**src/pkg/cfl_pkg.sv**
```systemverilog
package cfl_pkg;

  // ==========================================================
  // Register map (APB byte addresses).
  // ==========================================================
  localparam logic [7:0] CTRL_OFS = 8'h00;
  localparam logic [7:0] OWN_LEN_OFS = 8'h04;
  localparam logic [7:0] STATUS_OFS = 8'h08;
  localparam logic [7:0] LEN_CNT_OFS = 8'h0c;
  localparam logic [7:0] CLK_CNT_OFS = 8'h10;

  // Control register fields.
  localparam int CTRL_START_BIT = 0;
  localparam int CTRL_FAST_BIT = 1;
  localparam int CTRL_AUX1_BIT = 2;
  localparam int CTRL_HIGH_BIT = 3;
  localparam int CTRL_LOW_BIT = 4;
  localparam logic [4:0] CTRL_RST = 5'h00;
  localparam logic [23:0] OWN_LEN_RST = 24'h000100;

  // Status register fields.
  localparam int ST_STATE_LSB = 0;
  localparam int ST_MODE_LSB = 4;
  localparam int ST_PHASE_LSB = 8;
  localparam int ST_ERR_BIT = 12;
  localparam int ST_FAST_BIT = 13;

  // ==========================================================
  // Mode codes, ordered bit2, bit1, bit0.
  // ==========================================================
  localparam logic [2:0] MODE_MSER = 3'h0;
  localparam logic [2:0] MODE_SSER = 3'h7;
  localparam logic [2:0] MODE_PUP = 3'h4;
  localparam logic [2:0] MODE_PDN = 3'h6;
  localparam logic [2:0] MODE_PSYNC = 3'h3;
  localparam logic [2:0] MODE_PASYNC = 3'h5;

  // ==========================================================
  // Bitstream header.
  // ==========================================================
  localparam logic [3:0] PREAMBLE = 4'h2;
  localparam int LEN_W = 24;
  localparam logic [4:0] LEN_LAST = 5'h17;
  localparam logic [1:0] STARTUP_CCLKS = 2'h2;

  // ==========================================================
  // Timing.
  // ==========================================================
  localparam longint CLK_HZ = 100_000_000;
  localparam longint CONFIG_CLOCK_SLOW_HZ = 1_000_000;
  localparam longint CONFIG_CLOCK_FAST_HZ = 8_000_000;
  // Half periods round down so the clock never runs slower than set.
  localparam logic [7:0] HALF_SLOW = 8'(CLK_HZ / (2 * CONFIG_CLOCK_SLOW_HZ));
  localparam logic [7:0] HALF_FAST = 8'(CLK_HZ / (2 * CONFIG_CLOCK_FAST_HZ));

  // Top-level load sequence.
  typedef enum logic [3:0] {
    ST_IDLE = 4'h1,
    ST_LOAD = 4'h2,
    ST_START = 4'h4,
    ST_DONE = 4'h8
  } cfl_state_t;

  // Bitstream header tracker.
  typedef enum logic [3:0] {
    PH_SEEK = 4'h1,
    PH_LEN = 4'h2,
    PH_OWN = 4'h4,
    PH_PASS = 4'h8
  } cfl_phase_t;

endpackage

```
**src/cfl_loader.sv**
```systemverilog
`timescale 1ns/1ps
// ============================================================
// Configuration mode decoder, bitstream loader and chain port.
// ============================================================
module cfl_loader #(
  parameter int ADDR_W = 18
) (
  input wire logic pclk,
  input wire logic presetn,
  input wire logic clk_en,
  input wire logic psel,
  input wire logic penable,
  input wire logic pwrite,
  input wire logic [7:0] paddr,
  input wire logic [31:0] pwdata,
  output logic [31:0] prdata,
  output logic pready,
  output logic pslverr,
  input wire logic mode_sel_bit2,
  input wire logic mode_sel_bit1,
  input wire logic mode_sel_bit0,
  output logic mode_sel_bit1_out,
  output logic mode_sel_bit1_oe,
  output logic aux_user_in2,
  output logic aux_user_in0,
  input wire logic config_clock_in,
  output logic config_clock_out,
  output logic config_clock_oe,
  input wire logic serial_cfg_in,
  input wire logic [7:0] prom_data,
  output logic [ADDR_W-1:0] prom_addr,
  output logic chain_data_out,
  output logic config_error_n,
  output logic high_while_loading,
  output logic low_while_loading,
  output logic user_io_active
);

  // ==========================================================
  // Pin synchronisers.
  // ==========================================================
  logic [12:0] pins_s; // Filtered copies of all foreign inputs.
  cfl_sync #(.W(13)) u_sync (
    .pclk(pclk),
    .presetn(presetn),
    .clk_en(clk_en),
    .pin_in({mode_sel_bit2, mode_sel_bit1, mode_sel_bit0,
             config_clock_in, serial_cfg_in, prom_data}),
    .sync_out(pins_s)
  );
  logic [2:0] mode_pins; // Mode pins, bit2 first.
  logic config_clock_s; // Clock from outside.
  logic din_s; // Serial data.
  logic [7:0] byte_s; // Byte-wide data.
  assign mode_pins = pins_s[12:10];
  assign config_clock_s = pins_s[9];
  assign din_s = pins_s[8];
  assign byte_s = pins_s[7:0];

  // ==========================================================
  // Registers and state.
  // ==========================================================
  cfl_pkg::cfl_state_t state_r; // Load sequence.
  cfl_pkg::cfl_phase_t phase_r; // Header tracker.
  logic [4:0] ctrl_r; // Control bits; start self-clears.
  logic [23:0] own_len_r; // Bits of this device's own frames.
  logic [2:0] mode_r; // Mode latched at start.
  logic fast_r; // Fast clock rate in use.
  logic err_r; // Sticky data error.
  logic [7:0] div_r; // Clock divider.
  logic config_clock_r; // Generated clock level.
  logic config_clock_prev_r; // Previous external clock level.
  logic [3:0] pre_r; // Last received bits.
  logic [4:0] lbit_r; // Length field bit index.
  logic [23:0] len_r; // Captured length count.
  logic [23:0] own_cnt_r; // Own frame bits received.
  logic [23:0] ccnt_r; // Clock cycles since loading began.
  logic [1:0] su_r; // Start-up clock count.
  logic [7:0] sh_r; // Byte serialiser.
  logic [2:0] bcnt_r; // Bits left in the serialiser.
  logic have_r; // Serialiser holds a byte.
  logic out_pend_r; // Bit waiting for the next falling edge.

  // ==========================================================
  // Mode decode.
  // ==========================================================
  logic master_m; // This device makes the clock.
  logic serial_m; // Data arrives one bit per clock.
  logic par_m; // Master parallel, drives addresses.
  always_comb begin
    master_m = 1'b0;
    serial_m = 1'b0;
    par_m = 1'b0;
    unique case (mode_r)
      cfl_pkg::MODE_MSER: begin
        master_m = 1'b1;
        serial_m = 1'b1;
      end
      cfl_pkg::MODE_SSER: begin
        serial_m = 1'b1;
      end
      cfl_pkg::MODE_PUP, cfl_pkg::MODE_PDN: begin
        master_m = 1'b1;
        par_m = 1'b1;
      end
      cfl_pkg::MODE_PASYNC: begin
        master_m = 1'b1;
      end
      cfl_pkg::MODE_PSYNC: begin
        master_m = 1'b0;
      end
      default: begin
        // The two spare codes fall back to the pull-up default.
        serial_m = 1'b1;
      end
    endcase
  end

  logic loading; // Clock edges matter in load and start-up.
  assign loading = (state_r == cfl_pkg::ST_LOAD) || (state_r == cfl_pkg::ST_START);

  // ==========================================================
  // Configuration clock generation and edge detection.
  // ==========================================================
  logic [7:0] half_cnt; // Current half period in pclk cycles.
  assign half_cnt = fast_r ? cfl_pkg::HALF_FAST : cfl_pkg::HALF_SLOW;

  // The divider runs only while loading, so every slow start is clean.
  always_ff @(posedge pclk or negedge presetn) begin
    if (!presetn) begin
      div_r <= 8'h00;
      config_clock_r <= 1'b0;
    end else if (clk_en) begin
      if (!loading || !master_m) begin
        div_r <= 8'h00;
        config_clock_r <= 1'b0;
      end else if (div_r == half_cnt - 8'h01) begin
        div_r <= 8'h00;
        config_clock_r <= ~config_clock_r;
      end else begin
        div_r <= div_r + 8'h01;
      end
    end
  end

  // Remember the filtered external clock for edge finding.
  always_ff @(posedge pclk or negedge presetn) begin
    if (!presetn) begin
      config_clock_prev_r <= 1'b0;
    end else if (clk_en) begin
      config_clock_prev_r <= config_clock_s;
    end
  end

  logic tick; // Generated clock is about to toggle.
  logic rise_ev; // Rising configuration clock edge.
  logic fall_ev; // Falling configuration clock edge.
  assign tick = loading && master_m && (div_r == half_cnt - 8'h01);
  assign rise_ev = master_m ? (tick && !config_clock_r) : (loading && config_clock_s && !config_clock_prev_r);
  assign fall_ev = master_m ? (tick && config_clock_r) : (loading && !config_clock_s && config_clock_prev_r);

  // ==========================================================
  // Data capture: serial bits or serialised bytes.
  // ==========================================================
  logic bit_ok; // A data bit is taken at this rising edge.
  logic bit_now; // Its value.
  assign bit_ok = rise_ev && (state_r == cfl_pkg::ST_LOAD) && (serial_m || have_r);
  assign bit_now = serial_m ? din_s : sh_r[0];

  // A byte is taken at one rise; its LSB is used at the next rise and
  // leaves on the fall after it, 1.5 periods in all.
  always_ff @(posedge pclk or negedge presetn) begin
    if (!presetn) begin
      sh_r <= 8'h00;
      bcnt_r <= 3'h0;
      have_r <= 1'b0;
    end else if (clk_en) begin
      if (state_r == cfl_pkg::ST_IDLE) begin
        have_r <= 1'b0;
      end else if (rise_ev && !serial_m && state_r == cfl_pkg::ST_LOAD) begin
        if (!have_r || bcnt_r == 3'h0) begin
          sh_r <= byte_s;
          bcnt_r <= 3'h7;
          have_r <= 1'b1;
        end else begin
          sh_r <= {1'b0, sh_r[7:1]};
          bcnt_r <= bcnt_r - 3'h1;
        end
      end
    end
  end

  logic byte_take; // A new byte is accepted at this edge.
  assign byte_take = rise_ev && !serial_m && (state_r == cfl_pkg::ST_LOAD)
                     && (!have_r || bcnt_r == 3'h0);

  // In the up and down modes the PROM address steps as each byte is accepted.
  always_ff @(posedge pclk or negedge presetn) begin
    if (!presetn) begin
      prom_addr <= '0;
    end else if (clk_en) begin
      if (state_r == cfl_pkg::ST_IDLE) begin
        // Down mode starts at the top of the address space.
        prom_addr <= (mode_pins == cfl_pkg::MODE_PDN) ? '1 : '0;
      end else if (byte_take && par_m) begin
        if (mode_r == cfl_pkg::MODE_PDN) begin
          prom_addr <= prom_addr - 1'b1;
        end else begin
          prom_addr <= prom_addr + 1'b1;
        end
      end
    end
  end

  // ==========================================================
  // Header tracking and daisy-chain output.
  // ==========================================================
  logic [3:0] pre_nxt; // Preamble window including this bit.
  assign pre_nxt = {pre_r[2:0], bit_now};

  always_ff @(posedge pclk or negedge presetn) begin
    if (!presetn) begin
      phase_r <= cfl_pkg::PH_SEEK;
      pre_r <= 4'hf;
      lbit_r <= 5'h00;
      len_r <= 24'h000000;
      own_cnt_r <= 24'h000000;
      out_pend_r <= 1'b1;
    end else if (clk_en) begin
      if (state_r == cfl_pkg::ST_IDLE) begin
        phase_r <= cfl_pkg::PH_SEEK;
        pre_r <= 4'hf;
        own_cnt_r <= 24'h000000;
        out_pend_r <= 1'b1;
      end else if (bit_ok) begin
        unique case (phase_r)
          cfl_pkg::PH_SEEK: begin
            pre_r <= pre_nxt;
            out_pend_r <= bit_now;
            if (pre_nxt == cfl_pkg::PREAMBLE) begin
              phase_r <= cfl_pkg::PH_LEN;
              lbit_r <= 5'h00;
            end
          end
          cfl_pkg::PH_LEN: begin
            len_r <= {len_r[22:0], bit_now};
            lbit_r <= lbit_r + 5'h01;
            out_pend_r <= bit_now;
            if (lbit_r == cfl_pkg::LEN_LAST) begin
              phase_r <= (own_len_r == 24'h000000) ? cfl_pkg::PH_PASS : cfl_pkg::PH_OWN;
            end
          end
          cfl_pkg::PH_OWN: begin
            out_pend_r <= 1'b1;
            own_cnt_r <= own_cnt_r + 24'h000001;
            if (own_cnt_r == own_len_r - 24'h000001) begin
              phase_r <= cfl_pkg::PH_PASS;
            end
          end
          cfl_pkg::PH_PASS: begin
            out_pend_r <= bit_now;
          end
        endcase
      end
    end
  end

  // The chain output only changes on a falling configuration edge.
  always_ff @(posedge pclk or negedge presetn) begin
    if (!presetn) begin
      chain_data_out <= 1'b1;
    end else if (clk_en) begin
      // Start-up still has two falls to come; the first carries the last bit on.
      if (fall_ev && loading) begin
        chain_data_out <= out_pend_r;
      end else if (state_r == cfl_pkg::ST_IDLE) begin
        chain_data_out <= 1'b1;
      end
    end
  end

  // ==========================================================
  // Load sequence, clock count and start-up.
  // ==========================================================
  logic [23:0] ccnt_nxt; // Clock count after this rising edge.
  logic len_known; // Length field fully captured.
  logic start_req; // Software start strobe.
  assign ccnt_nxt = ccnt_r + 24'h000001;
  assign len_known = (phase_r == cfl_pkg::PH_OWN) || (phase_r == cfl_pkg::PH_PASS);
  assign start_req = psel && penable && pwrite && (paddr == cfl_pkg::CTRL_OFS)
                     && pwdata[cfl_pkg::CTRL_START_BIT];

  always_ff @(posedge pclk or negedge presetn) begin
    if (!presetn) begin
      state_r <= cfl_pkg::ST_IDLE;
      mode_r <= cfl_pkg::MODE_SSER;
      ccnt_r <= 24'h000000;
      su_r <= 2'h0;
    end else if (clk_en) begin
      unique case (state_r)
        cfl_pkg::ST_IDLE, cfl_pkg::ST_DONE: begin
          if (start_req) begin
            // Pins float high through pull-ups, so an open set
            // reads as slave serial.
            mode_r <= mode_pins;
            ccnt_r <= 24'h000000;
            su_r <= 2'h0;
            state_r <= cfl_pkg::ST_LOAD;
          end
        end
        cfl_pkg::ST_LOAD: begin
          if (rise_ev) begin
            ccnt_r <= ccnt_nxt;
            if (len_known && ccnt_nxt == len_r) begin
              state_r <= cfl_pkg::ST_START;
            end
          end
        end
        cfl_pkg::ST_START: begin
          if (rise_ev) begin
            su_r <= su_r + 2'h1;
            if (su_r == cfl_pkg::STARTUP_CCLKS - 2'h1) begin
              state_r <= cfl_pkg::ST_DONE;
            end
          end
        end
        default: begin
          state_r <= cfl_pkg::ST_IDLE;
        end
      endcase
    end
  end

  // Fast rate is allowed only once the first frame has begun.
  always_ff @(posedge pclk or negedge presetn) begin
    if (!presetn) begin
      fast_r <= 1'b0;
    end else if (clk_en) begin
      if (!loading) begin
        fast_r <= 1'b0;
      end else if (len_known && ctrl_r[cfl_pkg::CTRL_FAST_BIT] && !config_clock_r) begin
        fast_r <= 1'b1;
      end
    end
  end

  // A length count that ends on or before the last bit of this device's own
  // frames is a broken stream; it stays flagged until the next start.
  always_ff @(posedge pclk or negedge presetn) begin
    if (!presetn) begin
      err_r <= 1'b0;
    end else if (clk_en) begin
      if (start_req && state_r != cfl_pkg::ST_LOAD && state_r != cfl_pkg::ST_START) begin
        err_r <= 1'b0;
      end else if (rise_ev && state_r == cfl_pkg::ST_LOAD && len_known
                   && ccnt_nxt == len_r && phase_r == cfl_pkg::PH_OWN) begin
        err_r <= 1'b1;
      end
    end
  end

  // ==========================================================
  // Pin outputs.
  // ==========================================================
  logic done; // User I/O released.
  assign done = (state_r == cfl_pkg::ST_DONE);

  always_ff @(posedge pclk or negedge presetn) begin
    if (!presetn) begin
      config_clock_out <= 1'b0;
      config_clock_oe <= 1'b0;
      config_error_n <= 1'b1;
      high_while_loading <= 1'b1;
      low_while_loading <= 1'b0;
      user_io_active <= 1'b0;
      mode_sel_bit1_out <= 1'b0;
      mode_sel_bit1_oe <= 1'b0;
      aux_user_in2 <= 1'b0;
      aux_user_in0 <= 1'b0;
    end else if (clk_en) begin
      // Take the divider's next level so the pin moves on the same edge as the
      // chain output and the address, not one system clock behind them.
      config_clock_out <= (loading && master_m) ? (config_clock_r ^ tick) : 1'b0;
      config_clock_oe <= loading && master_m;
      config_error_n <= !(err_r && !done);
      user_io_active <= done;
      // The loading flags become plain user outputs once released.
      high_while_loading <= done ? ctrl_r[cfl_pkg::CTRL_HIGH_BIT] : 1'b1;
      low_while_loading <= done ? ctrl_r[cfl_pkg::CTRL_LOW_BIT] : 1'b0;
      mode_sel_bit1_out <= ctrl_r[cfl_pkg::CTRL_AUX1_BIT];
      mode_sel_bit1_oe <= done;
      aux_user_in2 <= done && mode_pins[2];
      aux_user_in0 <= done && mode_pins[0];
    end
  end

  // ==========================================================
  // APB slave: zero wait states, error on unmapped addresses.
  // ==========================================================
  logic mapped; // Address hits a register.
  assign mapped = (paddr == cfl_pkg::CTRL_OFS) || (paddr == cfl_pkg::OWN_LEN_OFS)
                  || (paddr == cfl_pkg::STATUS_OFS) || (paddr == cfl_pkg::LEN_CNT_OFS)
                  || (paddr == cfl_pkg::CLK_CNT_OFS);
  assign pready = 1'b1;
  assign pslverr = psel && penable && !mapped;

  // Writes land at the access edge; start is never stored.
  always_ff @(posedge pclk or negedge presetn) begin
    if (!presetn) begin
      ctrl_r <= cfl_pkg::CTRL_RST;
      own_len_r <= cfl_pkg::OWN_LEN_RST;
    end else if (clk_en && psel && penable && pwrite) begin
      if (paddr == cfl_pkg::CTRL_OFS) begin
        ctrl_r <= {pwdata[4:1], 1'b0};
      end else if (paddr == cfl_pkg::OWN_LEN_OFS && !loading) begin
        // Changing the frame size mid-load would corrupt the count.
        own_len_r <= pwdata[23:0];
      end
    end
  end

  // Read data is registered in the setup cycle, valid in access.
  always_ff @(posedge pclk or negedge presetn) begin
    if (!presetn) begin
      prdata <= 32'h00000000;
    end else if (clk_en && psel && !penable) begin
      unique case (paddr)
        cfl_pkg::CTRL_OFS: prdata <= {27'h0, ctrl_r};
        cfl_pkg::OWN_LEN_OFS: prdata <= {8'h00, own_len_r};
        cfl_pkg::STATUS_OFS: prdata <= {18'h0, fast_r, err_r, phase_r, 1'b0, mode_r, state_r};
        cfl_pkg::LEN_CNT_OFS: prdata <= {8'h00, len_r};
        cfl_pkg::CLK_CNT_OFS: prdata <= {8'h00, ccnt_r};
        default: prdata <= 32'h00000000;
      endcase
    end
  end

endmodule // cfl_loader

```
**src/cfl_sync.sv**
```systemverilog
`timescale 1ns/1ps
// ============================================================
// Three-stage pin synchroniser with agreement filter.
// ============================================================
module cfl_sync #(
  parameter int W = 1
) (
  input wire logic pclk,
  input wire logic presetn,
  input wire logic clk_en,
  input wire logic [W-1:0] pin_in,
  output logic [W-1:0] sync_out
);
  logic [W-1:0] s1_r; // First stage, read only by s2_r.
  logic [W-1:0] s2_r; // Second stage.
  logic [W-1:0] s3_r; // Third stage.

  // The output follows a bit only once stages two and three agree.
  always_ff @(posedge pclk or negedge presetn) begin
    if (!presetn) begin
      s1_r <= '0;
      s2_r <= '0;
      s3_r <= '0;
      sync_out <= '0;
    end else if (clk_en) begin
      s1_r <= pin_in;
      s2_r <= s1_r;
      s3_r <= s2_r;
      for (int i = 0; i < W; i++) begin
        if (s2_r[i] == s3_r[i]) begin
          sync_out[i] <= s3_r[i];
        end
      end
    end
  end
endmodule // cfl_sync

```
**config.mk**
```make
export PLATFORM = sky130hd
export DESIGN_NAME = cfl_loader
export DESIGN_NICKNAME = d
export VERILOG_FILES = /design/src/pkg/cfl_pkg.sv /design/src/cfl_loader.sv /design/src/cfl_sync.sv
export SDC_FILE = /design/constraint.sdc
export NUM_CORES = 1
export LEC_CHECK = 0
export CAP_MARGIN = 0
export CORE_ASPECT_RATIO = 1.25
export CORE_MARGIN = 3
export CORE_UTILIZATION = 60
export CTS_BUF_LIST = sky130_fd_sc_hd__clkbuf_8
export DETAILED_ROUTE_END_ITERATION = 16
export DONT_BUFFER_PORTS = 1
export GPL_TIMING_DRIVEN = 0
export PLACE_DENSITY_LB_ADDON = 0.15
export SKIP_CTS_REPAIR_TIMING = 1
export SLEW_MARGIN = 0
export SYNTH_ARGS = -nofsm -noshare
export SYNTH_HDL_FRONTEND = slang
export SYNTH_SLANG_ARGS = --single-unit
```
**constraint.sdc**
```tcl
create_clock -name pclk -period 7 [get_ports pclk]
set_input_delay 0.35 -clock pclk [delete_from_list [all_inputs] [get_ports pclk]]
set_output_delay 0.35 -clock pclk [all_outputs]
set_load 0.03 [all_outputs]
```
* Word-level counts from Yosys, hierarchy flattened
Index checks and enable logic that the tools add are counted.
** Word-level totals
- Bits in registers :: 258
- Input port bits :: 59
- Logic and storage cells :: 279
** Cells by class
- Equal/unequal tests :: 48
- Reductions and logical operators :: 109
- Bitwise gates (word level) :: 4
- $add $sub $neg :: 10
- Multiplexer cells :: 60
** Operators with widths (number)
- 24-bit two-way mux :: 5
- 24-bit case mux with 5 select lines :: 1
- 18-bit two-way mux :: 4
- 24-bit by 1-bit adder with 24-bit output (second input constant) :: 2
- 24-bit equality test :: 2
- 24-bit case mux with 2 select lines :: 1
- 4-bit two-way mux :: 11
- 2-bit AND reduction :: 20
- 1-bit logical AND :: 36
- 24-bit zero test :: 1
- 8-bit two-way mux :: 3
- 4-bit case mux with 3 select lines :: 2
- 2-bit nonzero test :: 12
- 24-bit by 1-bit subtractor with 24-bit output (second input constant) :: 1
- 1-bit two-way mux :: 22
- 18-bit by 1-bit adder with 18-bit output (second input constant) :: 1
- 3-bit AND reduction :: 6
- 18-bit by 1-bit subtractor with 18-bit output (second input constant) :: 1
- 8-bit by 4-bit equality test with 1-bit output (second input constant) :: 2
- 1-bit equality test :: 13
- 3-bit equality test (second input constant) :: 4
- 4-bit by 2-bit equality test with 1-bit output (second input constant) :: 3
- 3-bit two-way mux :: 4
- 4-bit AND reduction :: 3
- other kinds (37) :: 71

* Logic depth before layout (Yosys ltp)
Gate-level depths: netlist (run 1).
- Depth after elaboration :: 13
- Depth in mapped cells :: 14
- Mapped depth without buffers :: 12

* Hierarchy
A second synthesis (run 1) with hierarchy kept.
** Unflattened totals
- Cell total of the unflattened synthesis :: 1431
- Area, all modules :: 13987.2 um^2
** Modules (own cells, without submodules)
- cfl_loader :: cells each 1288, area each 11907.7 um^2, instances 1
- cfl_sync :: cells each 143, area each 2079.5 um^2, instances 1

* Least setup slack after synthesis (run 1)
OpenSTA, ideal clock, no wires.
- Kind :: flip-flop to flip-flop
- From :: register mode_r[2]
- To :: register prom_addr[17]
- Data arrival time :: 2.934 ns
- Cell stages (with the launch flop) :: 13
- Data required time :: 6.876 ns
- Slack :: 3.942 ns
- Cell sequence :: dfstp_2 -> nor2b_1 -> nand2_1 -> inv_1 -> ha_1 -> a21o_1 -> a221oi_1 -> o21ai_0 -> a221oi_1 -> a211o_1 -> xnor2_1 -> a21oi_1 -> a2bb2oi_1
** Between the ends
- Word-level cells in the longest chain between the ends :: 13
- Elaborated cells between the ends (all ways) :: 23
- Classes of those cells :: eq/ne (4); mux (6); reduce/logical (13)
** RTL lines
- start: declaration :: line cfl_loader.sv:67 : logic [2:0] mode_r;
- start signal: assignment :: line cfl_loader.sv:296 : mode_r <= cfl_pkg::MODE_SSER;
- start signal: assignment :: line cfl_loader.sv:305 : mode_r <= mode_pins;
- 3-bit equality test, or another cell as far along :: line cfl_loader.sv:94, cfl_loader.sv:206
- 4-bit OR reduction (no line)
- 1-bit two-way mux :: line cfl_loader.sv:94 : unique case (mode_r)
- 1-bit logical AND (2 in series) :: line cfl_loader.sv:158 : assign tick = loading && master_m && (div_r == half_cnt - 8'h01);
- 1-bit logical AND :: line cfl_loader.sv:159 : assign rise_ev = master_m ? (tick && !config_clock_r) : (loading && config_clock_s && !config_clock_prev_r);
- 1-bit two-way mux :: line cfl_loader.sv:159
- 1-bit logical AND (2 in series) :: line cfl_loader.sv:194 : assign byte_take = rise_ev && !serial_m && (state_r == cfl_pkg::ST_LOAD)
- 1-bit logical AND :: line cfl_loader.sv:195 : && (!have_r || bcnt_r == 3'h0);
- 1-bit logical AND :: line cfl_loader.sv:205 : end else if (byte_take && par_m) begin
- 2-bit nonzero test (no line)
- 2-bit AND reduction (no line)
- end signal: assignment :: line cfl_loader.sv:204 : prom_addr <= (mode_pins == cfl_pkg::MODE_PDN) ? '1 : '0;
- end signal: assignment :: line cfl_loader.sv:207 : prom_addr <= prom_addr - 1'b1;
- end signal: assignment :: line cfl_loader.sv:209 : prom_addr <= prom_addr + 1'b1;
- end: declaration :: line cfl_loader.sv:31 : output logic [ADDR_W-1:0] prom_addr,
Parallel ways exist; a longest one is shown, timed or not. The select of a mux whose other input is x is not followed.
A chain may end at the register's enable or synchronous reset.

* Worst setup path in the final report (run 1)
- From :: register state_r[0]
- To :: register own_cnt_r[19]
** Between the ends
- Word-level cells in the longest chain between the ends :: 10
- Elaborated cells between the ends (all ways) :: 16
- Classes of those cells :: eq/ne (3); mux (2); reduce/logical (11)
** RTL lines
- start: declaration :: line cfl_loader.sv:63 : cfl_pkg::cfl_state_t state_r;
- start signal: assignment :: line cfl_loader.sv:295 : state_r <= cfl_pkg::ST_IDLE;
- start signal: assignment :: line cfl_loader.sv:308 : state_r <= cfl_pkg::ST_LOAD;
- start signal: assignment :: line cfl_loader.sv:315 : state_r <= cfl_pkg::ST_START;
- 4-bit by 2-bit equality test with 1-bit output or 4-bit by 3-bit equality test with 1-bit output (tied branches) :: line cfl_loader.sv:120, cfl_loader.sv:167
- 1-bit logical OR :: line cfl_loader.sv:120 : assign loading = (state_r == cfl_pkg::ST_LOAD) || (state_r == cfl_pkg::ST_START);
- 1-bit logical AND (2 in series) :: line cfl_loader.sv:158
- 1-bit logical AND :: line cfl_loader.sv:159
- 1-bit two-way mux :: line cfl_loader.sv:159
- 1-bit logical AND (2 in series) :: line cfl_loader.sv:167 : assign bit_ok = rise_ev && (state_r == cfl_pkg::ST_LOAD) && (serial_m || have_r);
- 2-bit nonzero test (no line)
- 3-bit AND reduction (no line)
- end signal: assignment :: line cfl_loader.sv:255 : own_cnt_r <= own_cnt_r + 24'h000001;
- end: declaration :: line cfl_loader.sv:76 : logic [23:0] own_cnt_r;
Parallel ways exist; a longest one is shown, timed or not.

==> run_results.csv, run 1 <==
group,metric,value,unit
timing,max_freq,248,MHz
floorplan,start_util,0.617,
clock_network,cts-root-buf,"clkbuf_8",
run,cap_viol_max_count,0,
grt,grt_pass1_wl,58900,um
routing,drt_iter0_markers,966,
synth,synth_top_area_frac,0.428,
timing,period_needed,4.03,ns
grt,gr-usage-all-layers,0.294,
routing,drc_errors,0,
routing,routed_wl,37400,um
setup_path,max_stage_delay,0.78,ns
setup_path,path_cells,"buf_2, nor2_1, a21boi_2, nand2_1, nor2_1, ha_1, a22oi_1, nor4_1, buf_2, o21ai_1, nor2_1, a21oi_1, a31o_2",
synth,synthCells,1497,
setup_path,slowest_stage,"nor4_1",
setup_path,end_kind,"flop",
finish,nets,1674,
finish,syn2layout_area_growth,12.0,%
routing,routedWlPerCell,19.7,um
routing,antenna_left,0,
setup_path,critical_path_buf_inv_count,2,
synth,synth_top_cell_by_area,"dfrtp_1",
hold_path,hold_path_class,"input pin to flop",
timing,finalSetupViolations,0,
synth,synth.area.top_cells,"dfrtp_1 43%, mux2_2 6.3%, nand2_1 5.5%",
floorplan,core_area,22400,sq um
floorplan,rows,61,
setup_path,crit_family,"simple AND/OR/NAND/NOR gates",
clock_network,cts_tree,"yes",
routing,vias,11800,
timing,fin_ws,2.97,ns
power_and_ir_drop,vdd_ir_drop_max,0.234,mV
routing,drtPass1Iterations,9,
placement,post-place-ws,3.04,ns
clock_network,cts_max_path_buffers,3,
placement,hpwl,26300,um
timing,finalClockSkew,0.0276,ns
finish,nFillCells,1795,
grt,antenna_found_initial,0,
timing,period_share,0.576,
routing,vias_per_cell,6.19,
finish,final_layout_size_suffix_gt1_frac,0.123,
placement,io_buffer_count,0,
synth,ys.flop_type,"dfrtp_1",
setup_path,worstPathRequired,7.45,ns
clock_network,path_clk_slew,0.07,ns
clock_network,clock_latency,0.57,ns
timing,rsz0062_at_grt,"false",
synth,avgSynthCellArea,9.25,sq um
placement,routabilityCongestion,0.938,
setup_path,crit_top_cell,"nor2_1",
setup_path,worstPathArrival,4.48,ns
clock_network,htreeDepth,2,
synth,seq_area_frac_synth,0.453,
floorplan,dieArea,24900,sq um
setup_path,worst_setup_path_start_kind,"flop",
setup_path,startpoint,"state_r[0]",
synth,yosysMostFrequentCell,"dfrtp_1",
synth,synth_warnings,0,
timing,slew_headroom,0.00985,
floorplan,chipWidth,142,um
synth,synth_area,13800,sq um
synth,async_reset_ff_frac,1.00,
grt,grt_overflow,0,
timing,slew_violations,0,
power_and_ir_drop,leakage,6.91,nW
hold_path,min-delay-start,"pwdata[0]",
power_and_ir_drop,power_density,203,nW/um^2
synth,synth-edff-count,0,
clock_network,cts_num_sinks,250,
timing,tns,0,ns
clock_network,cts_buffers,41,
synth,ys_ff_latch,250,
synth,synth_commonest_cells,"237 x dfrtp_1, 202 x nand2_1, 141 x nor2_1",
grt,grt_pass1_vias,11300,
timing,timing_hold_violations_final,0,
setup_path,criticalPathCategory,"flop to flop",
finish,diodes,0,
setup_path,r2r-start,"state_r[0]",
floorplan,pin_count,122,
timing,tightestPinTransition,1.49,ns
setup_path,cp_max_fo,10,
grt,grt_max_degree,251,
floorplan,die-height,176,um
synth,synth_cell_types,72,
status,outcome,"finished, final reports clean",
==> flip-flops by register name (all words and copies together) (netlist names), 8 cells and up <==
name	cells
u_sync.s2_r	13
prdata	24
div_r	8
prom_addr	18
u_sync.s3_r	13
u_sync.s1_r	13
len_r	24
ccnt_r	24
u_sync.sync_out	13
own_cnt_r	24
own_len_r	24
sh_r	8
==> stage by stage <==
stage	instance area [sq um]	hold slack, ns	utilization	power [mW]	std cells
floorplan	13900	0.0544	-	1.73	1504
global placement	14200	0.0612	0.634	1.76	1787
detailed placement	14200	0.0614	0.634	1.77	1787
CTS	15100	-0.538	0.673	3.12	1861
global route	15500	0.145	0.691	3.27	1900
finish	15500	0.133	0.691	3.14	1900
==> layout make-up <==
cell class                      count  area, sq um  area share
Buffer                             93          415      0.0268
Clock buffer                       55          757      0.0488
Clock inverter                     19          123     0.00790
Inverter                           35          131     0.00847
Multi-Input combinational cell   1126         7050       0.455
Sequential cell                   250         6270       0.404
Tap cell                          283          354      0.0228
Timing Repair Buffer               39          408      0.0263
==> layout by cell type, fill, tap and decap left out, types with 16 or more instances in the layout <==
cell,count
a21oi_1,82
a222oi_1,24
a31oi_1,16
and3_1,18
clkbuf_1,57
clkbuf_8,55
dfrtp_1,237
dlygate4sd3_1,38
ha_1,28
inv_1,45
mux2_2,77
nand2_1,202
nand2b_1,27
nand3_1,42
nand4_1,27
nor2_1,141
nor3_1,36
nor4_1,16
o21ai_0,101
xnor2_1,75
xor2_1,29
==> worst min-delay path: cells and delay by family <==
kind,cells,cell delay (ns)
AOI/OAI and AO/OA,1,0.10
and+or+nand+nor,2,0.20
==> routing by layer <==
layer,vias to the layer above,routed length (um),global-route usage
li1,5488,-,-
met1,5624,14800,0.368
met2,504,17900,0.486
met3,139,2720,0.0588
met4,0,1980,0.142
met5,-,0,0
==> worst paths after layout <==
path	endpoint	depth (start not counted)	slack, ns
max	own_cnt_r[19]	13	2.97
min	err_r	3	0.13
max reg2reg	own_cnt_r[19]	13	2.97
min reg2reg	u_sync.sync_out[10]	2	0.49
max in group asynchronous	prdata[8]	2	5.33
min in group asynchronous	own_cnt_r[17]	2	0.39
==> where the power goes <==
part | internal, mW | switching (mW) | leakage, nW
clock network | 0.743 | 0.604 | 0.484
registers | 1.52 | 0.0707 | 3.26
logic | 0.0966 | 0.108 | 3.16
total | 2.36 | 0.783 | 6.91
==> kinds of logic after synthesis <==
family | Yosys count | synth area share
other | 2 | 0.000542
AOI/OAI and AO/OA | 321 | 0.147
and+or+nand+nor | 581 | 0.201
DFF | 250 | 0.453
muxes | 82 | 0.0662
buffers and inverters | 128 | 0.0395
adders and majority gates | 29 | 0.0267
xor gates and xnor gates | 104 | 0.0658
Power figures use the tool's default switching activity.
==> run 2, diff against run 1 <==
==> constraint.sdc (replaced) <==
create_clock -name pclk -period 3.6 [get_ports pclk]
set_input_delay 0.18 -clock pclk [delete_from_list [all_inputs] [get_ports pclk]]
set_output_delay 0.18 -clock pclk [all_outputs]
set_load 0.03 [all_outputs]
==> run 2 against run 1 <==
  * The flow now finishes with violations (negative hold slack)
  * Clock skew increased by 0.0053 ns
  * Combinational power increased by 67%
  * Worst hold slack got worse by 0.82 ns
  * Utilization increased by 0.37 points
  * Die area unchanged
  * Global-route usage unchanged
  * Sequential share of layout area decreased by 0.21 points
  * Maximum frequency increased by 20%
  * Non-clock buffer count increased by 2
  * Via count about the same
  * Clock power increased by 93%
  * Cell count increased by 0.11%
  * Critical endpoint is now ccnt_r[19]
  * Largest power group unchanged
  * Highest routed layer unchanged
==> run_results.csv, run 2 (synthesis results as in run 1) <==
group,metric,value,unit
finish,nFillCells,1792,
routing,drt_iter0_markers,956,
grt,grt_pass1_vias,11300,
timing,finalSetupViolations,0,
finish,syn2layout_area_growth,12.6,%
placement,routabilityCongestion,0.938,
routing,vias_per_cell,6.18,
setup_path,startpoint,"mode_r[0]",
finish,layout_common_cells,"237 x dfrtp_1, 202 x nand2_1, 138 x nor2_1, 101 x o21ai_0, 82 x a21oi_1",
setup_path,critical_path_buf_inv_count,2,
setup_path,max_stage_delay,0.61,ns
grt,grt_overflow,0,
grt,gr-usage-all-layers,0.294,
clock_network,path_clk_slew,0.06,ns
status,violations,"negative hold slack",
setup_path,r2r_end,"ccnt_r[19]",
floorplan,start_util,0.617,
grt,grt_pass1_wl,58900,um
clock_network,cts_tree,"yes",
setup_path,cp-endpoint,"ccnt_r[19]",
routing,routed_wl,37400,um
routing,antenna_left,0,
finish,fin_util,0.695,
clock_network,clock_latency,0.56,ns
grt,grt_max_degree,251,
floorplan,core_area,22400,sq um
setup_path,crit_cells,12,
setup_path,criticalPathCategory,"flop to flop",
finish,final_layout_size_suffix_gt1_frac,0.133,
finish,ff_latch_area,6270,sq um
finish,multi_input_area,7140,sq um
floorplan,die-height,176,um
grt,use_met3,0.0588,
status,outcome,"finished with violations",
setup_path,reg2regPathDepth,12,
floorplan,dieArea,24900,sq um
routing,routedWlPerCell,19.7,um
power_and_ir_drop,power_density,388,nW/um^2
finish,nets,1676,
power_and_ir_drop,vdd_ir_drop_max,0.455,mV
clock_network,htreeDepth,2,
floorplan,chipWidth,142,um
setup_path,crit_family,"compound AO/OA/AOI/OAI gates",
grt,met1_usage,0.368,
timing,slew_violations,0,
hold_path,hold_path_class,"input pin to asynchronous set/reset pin",
setup_path,r2r-start,"mode_r[0]",
finish,final_common_cell,"dfrtp_1",
timing,finalClockSkew,0.0329,ns
placement,io_buffer_count,0,
grt,grtUsageMet2,0.486,
routing,drtPass1Iterations,9,
setup_path,path_cells,"a21boi_1, or2_2, clkbuf_1, nand2_1, nor2_1, ha_1, a22oi_2, nor2_4, a21oi_1, clkbuf_1, o21ai_0, o21ai_0",
timing,period_share,0.937,
timing,slew_headroom,0.284,
clock_network,cts-root-buf,"clkbuf_8",
timing,whs,-0.689,ns
timing,tightestPinTransition,1.07,ns
setup_path,worstPathRequired,4.07,ns
setup_path,end_kind,"flop",
clock_network,cts_max_path_buffers,3,
routing,drc_errors,0,
timing,period_needed,3.37,ns
setup_path,worst_setup_path_start_kind,"flop",
grt,busiest_layer,"met2",
floorplan,pin_count,122,
power_and_ir_drop,leakage,6.92,nW
clock_network,cts_num_sinks,250,
setup_path,r2r_setup_slack,0.23,ns
setup_path,worstPathArrival,3.84,ns
run,cap_viol_max_count,0,
timing,max_freq,296,MHz
setup_path,slowest_stage,"dfstp_2",
placement,hpwl,26300,um
setup_path,cp_max_fo,10,
floorplan,rows,61,
timing,timing_hold_violations_final,251,
finish,diodes,0,
clock_network,cts_buffers,41,
grt,antenna_found_initial,0,
routing,vias,11800,
-- run 2: cell types whose count changed in the layout (fill, tap and decap cells not counted), sizes merged --
cell,previous run,this run
buf,37,39
clkbuf,112,113
clkinvlp,3,4
dlygate4sd3,38,37
inv,47,46
-- run 2: power breakdown --
| part | switching [mW] | total, mW | leakage (nW) | internal, mW |
|---|---|---|---|---|
| logic | 0.158 | 0.342 | 3.18 | 0.184 |
| registers | 0.139 | 3.10 | 3.26 | 2.96 |
| clock network | 1.17 | 2.61 | 0.484 | 1.44 |
-- run 2: worst min-delay path by stage --
stage	start	to	slack, ns	depth (start not counted)
floorplan	presetn	aux_user_in0	-0.12	0
global placement	presetn	own_cnt_r[16]	-0.11	0
detailed placement	presetn	own_cnt_r[16]	-0.11	0
CTS	presetn	div_r[4]	-0.71	0
global route	presetn	own_cnt_r[14]	-0.71	0
finish	presetn	own_cnt_r[14]	-0.69	0
-- run 2: stage by stage --
| stage | area (sq um) | total power [mW] | instances | worst slack [ns] | setup TNS (ns) |
|---|---|---|---|---|---|
| final | 15600 | 6.05 | 1902 | 0.227 | 0 |
| after global routing | 15600 | 6.28 | 1902 | -0.00644 | -0.0135 |
| after CTS | 15100 | 6.06 | 1861 | -0.404 | -4.82 |
| after detailed placement | 14200 | 3.44 | 1787 | -0.355 | -2.93 |
| after global placement | 14200 | 3.42 | 1787 | -0.276 | -1.68 |
| after floorplan | 13900 | 3.36 | 1504 | 0.542 | 0 |
-- run 2: worst reg2reg max path, stage by stage (launching register included) --
cell and delay (ns):
dfstp_2 0.61, a21boi_1 0.10, or2_2 0.27, clkbuf_1 0.16, nand2_1 0.12, nor2_1 0.08
ha_1 0.22, a22oi_2 0.43, nor2_4 0.18, a21oi_1 0.41, clkbuf_1 0.42, o21ai_0 0.19
o21ai_0 0.12
-- run 2: cell type report --
type / instances / area share
Clock inverter: 19 / 0.00786
Sequential cell: 250 / 0.402
Multi-Input combinational cell: 1126 / 0.458
Clock buffer: 55 / 0.0485
Tap cell: 283 / 0.0227
Buffer: 93 / 0.0269
Inverter: 35 / 0.00866
Timing Repair Buffer: 41 / 0.0257
-- run 2: per-layer routing --
metal  vias to the layer above  wire length [um]
met5                         -                 0
met4                         0              1860
li1                       5486                 -
met2                       516             18000
met3                       130              2860
met1                      5622             14700
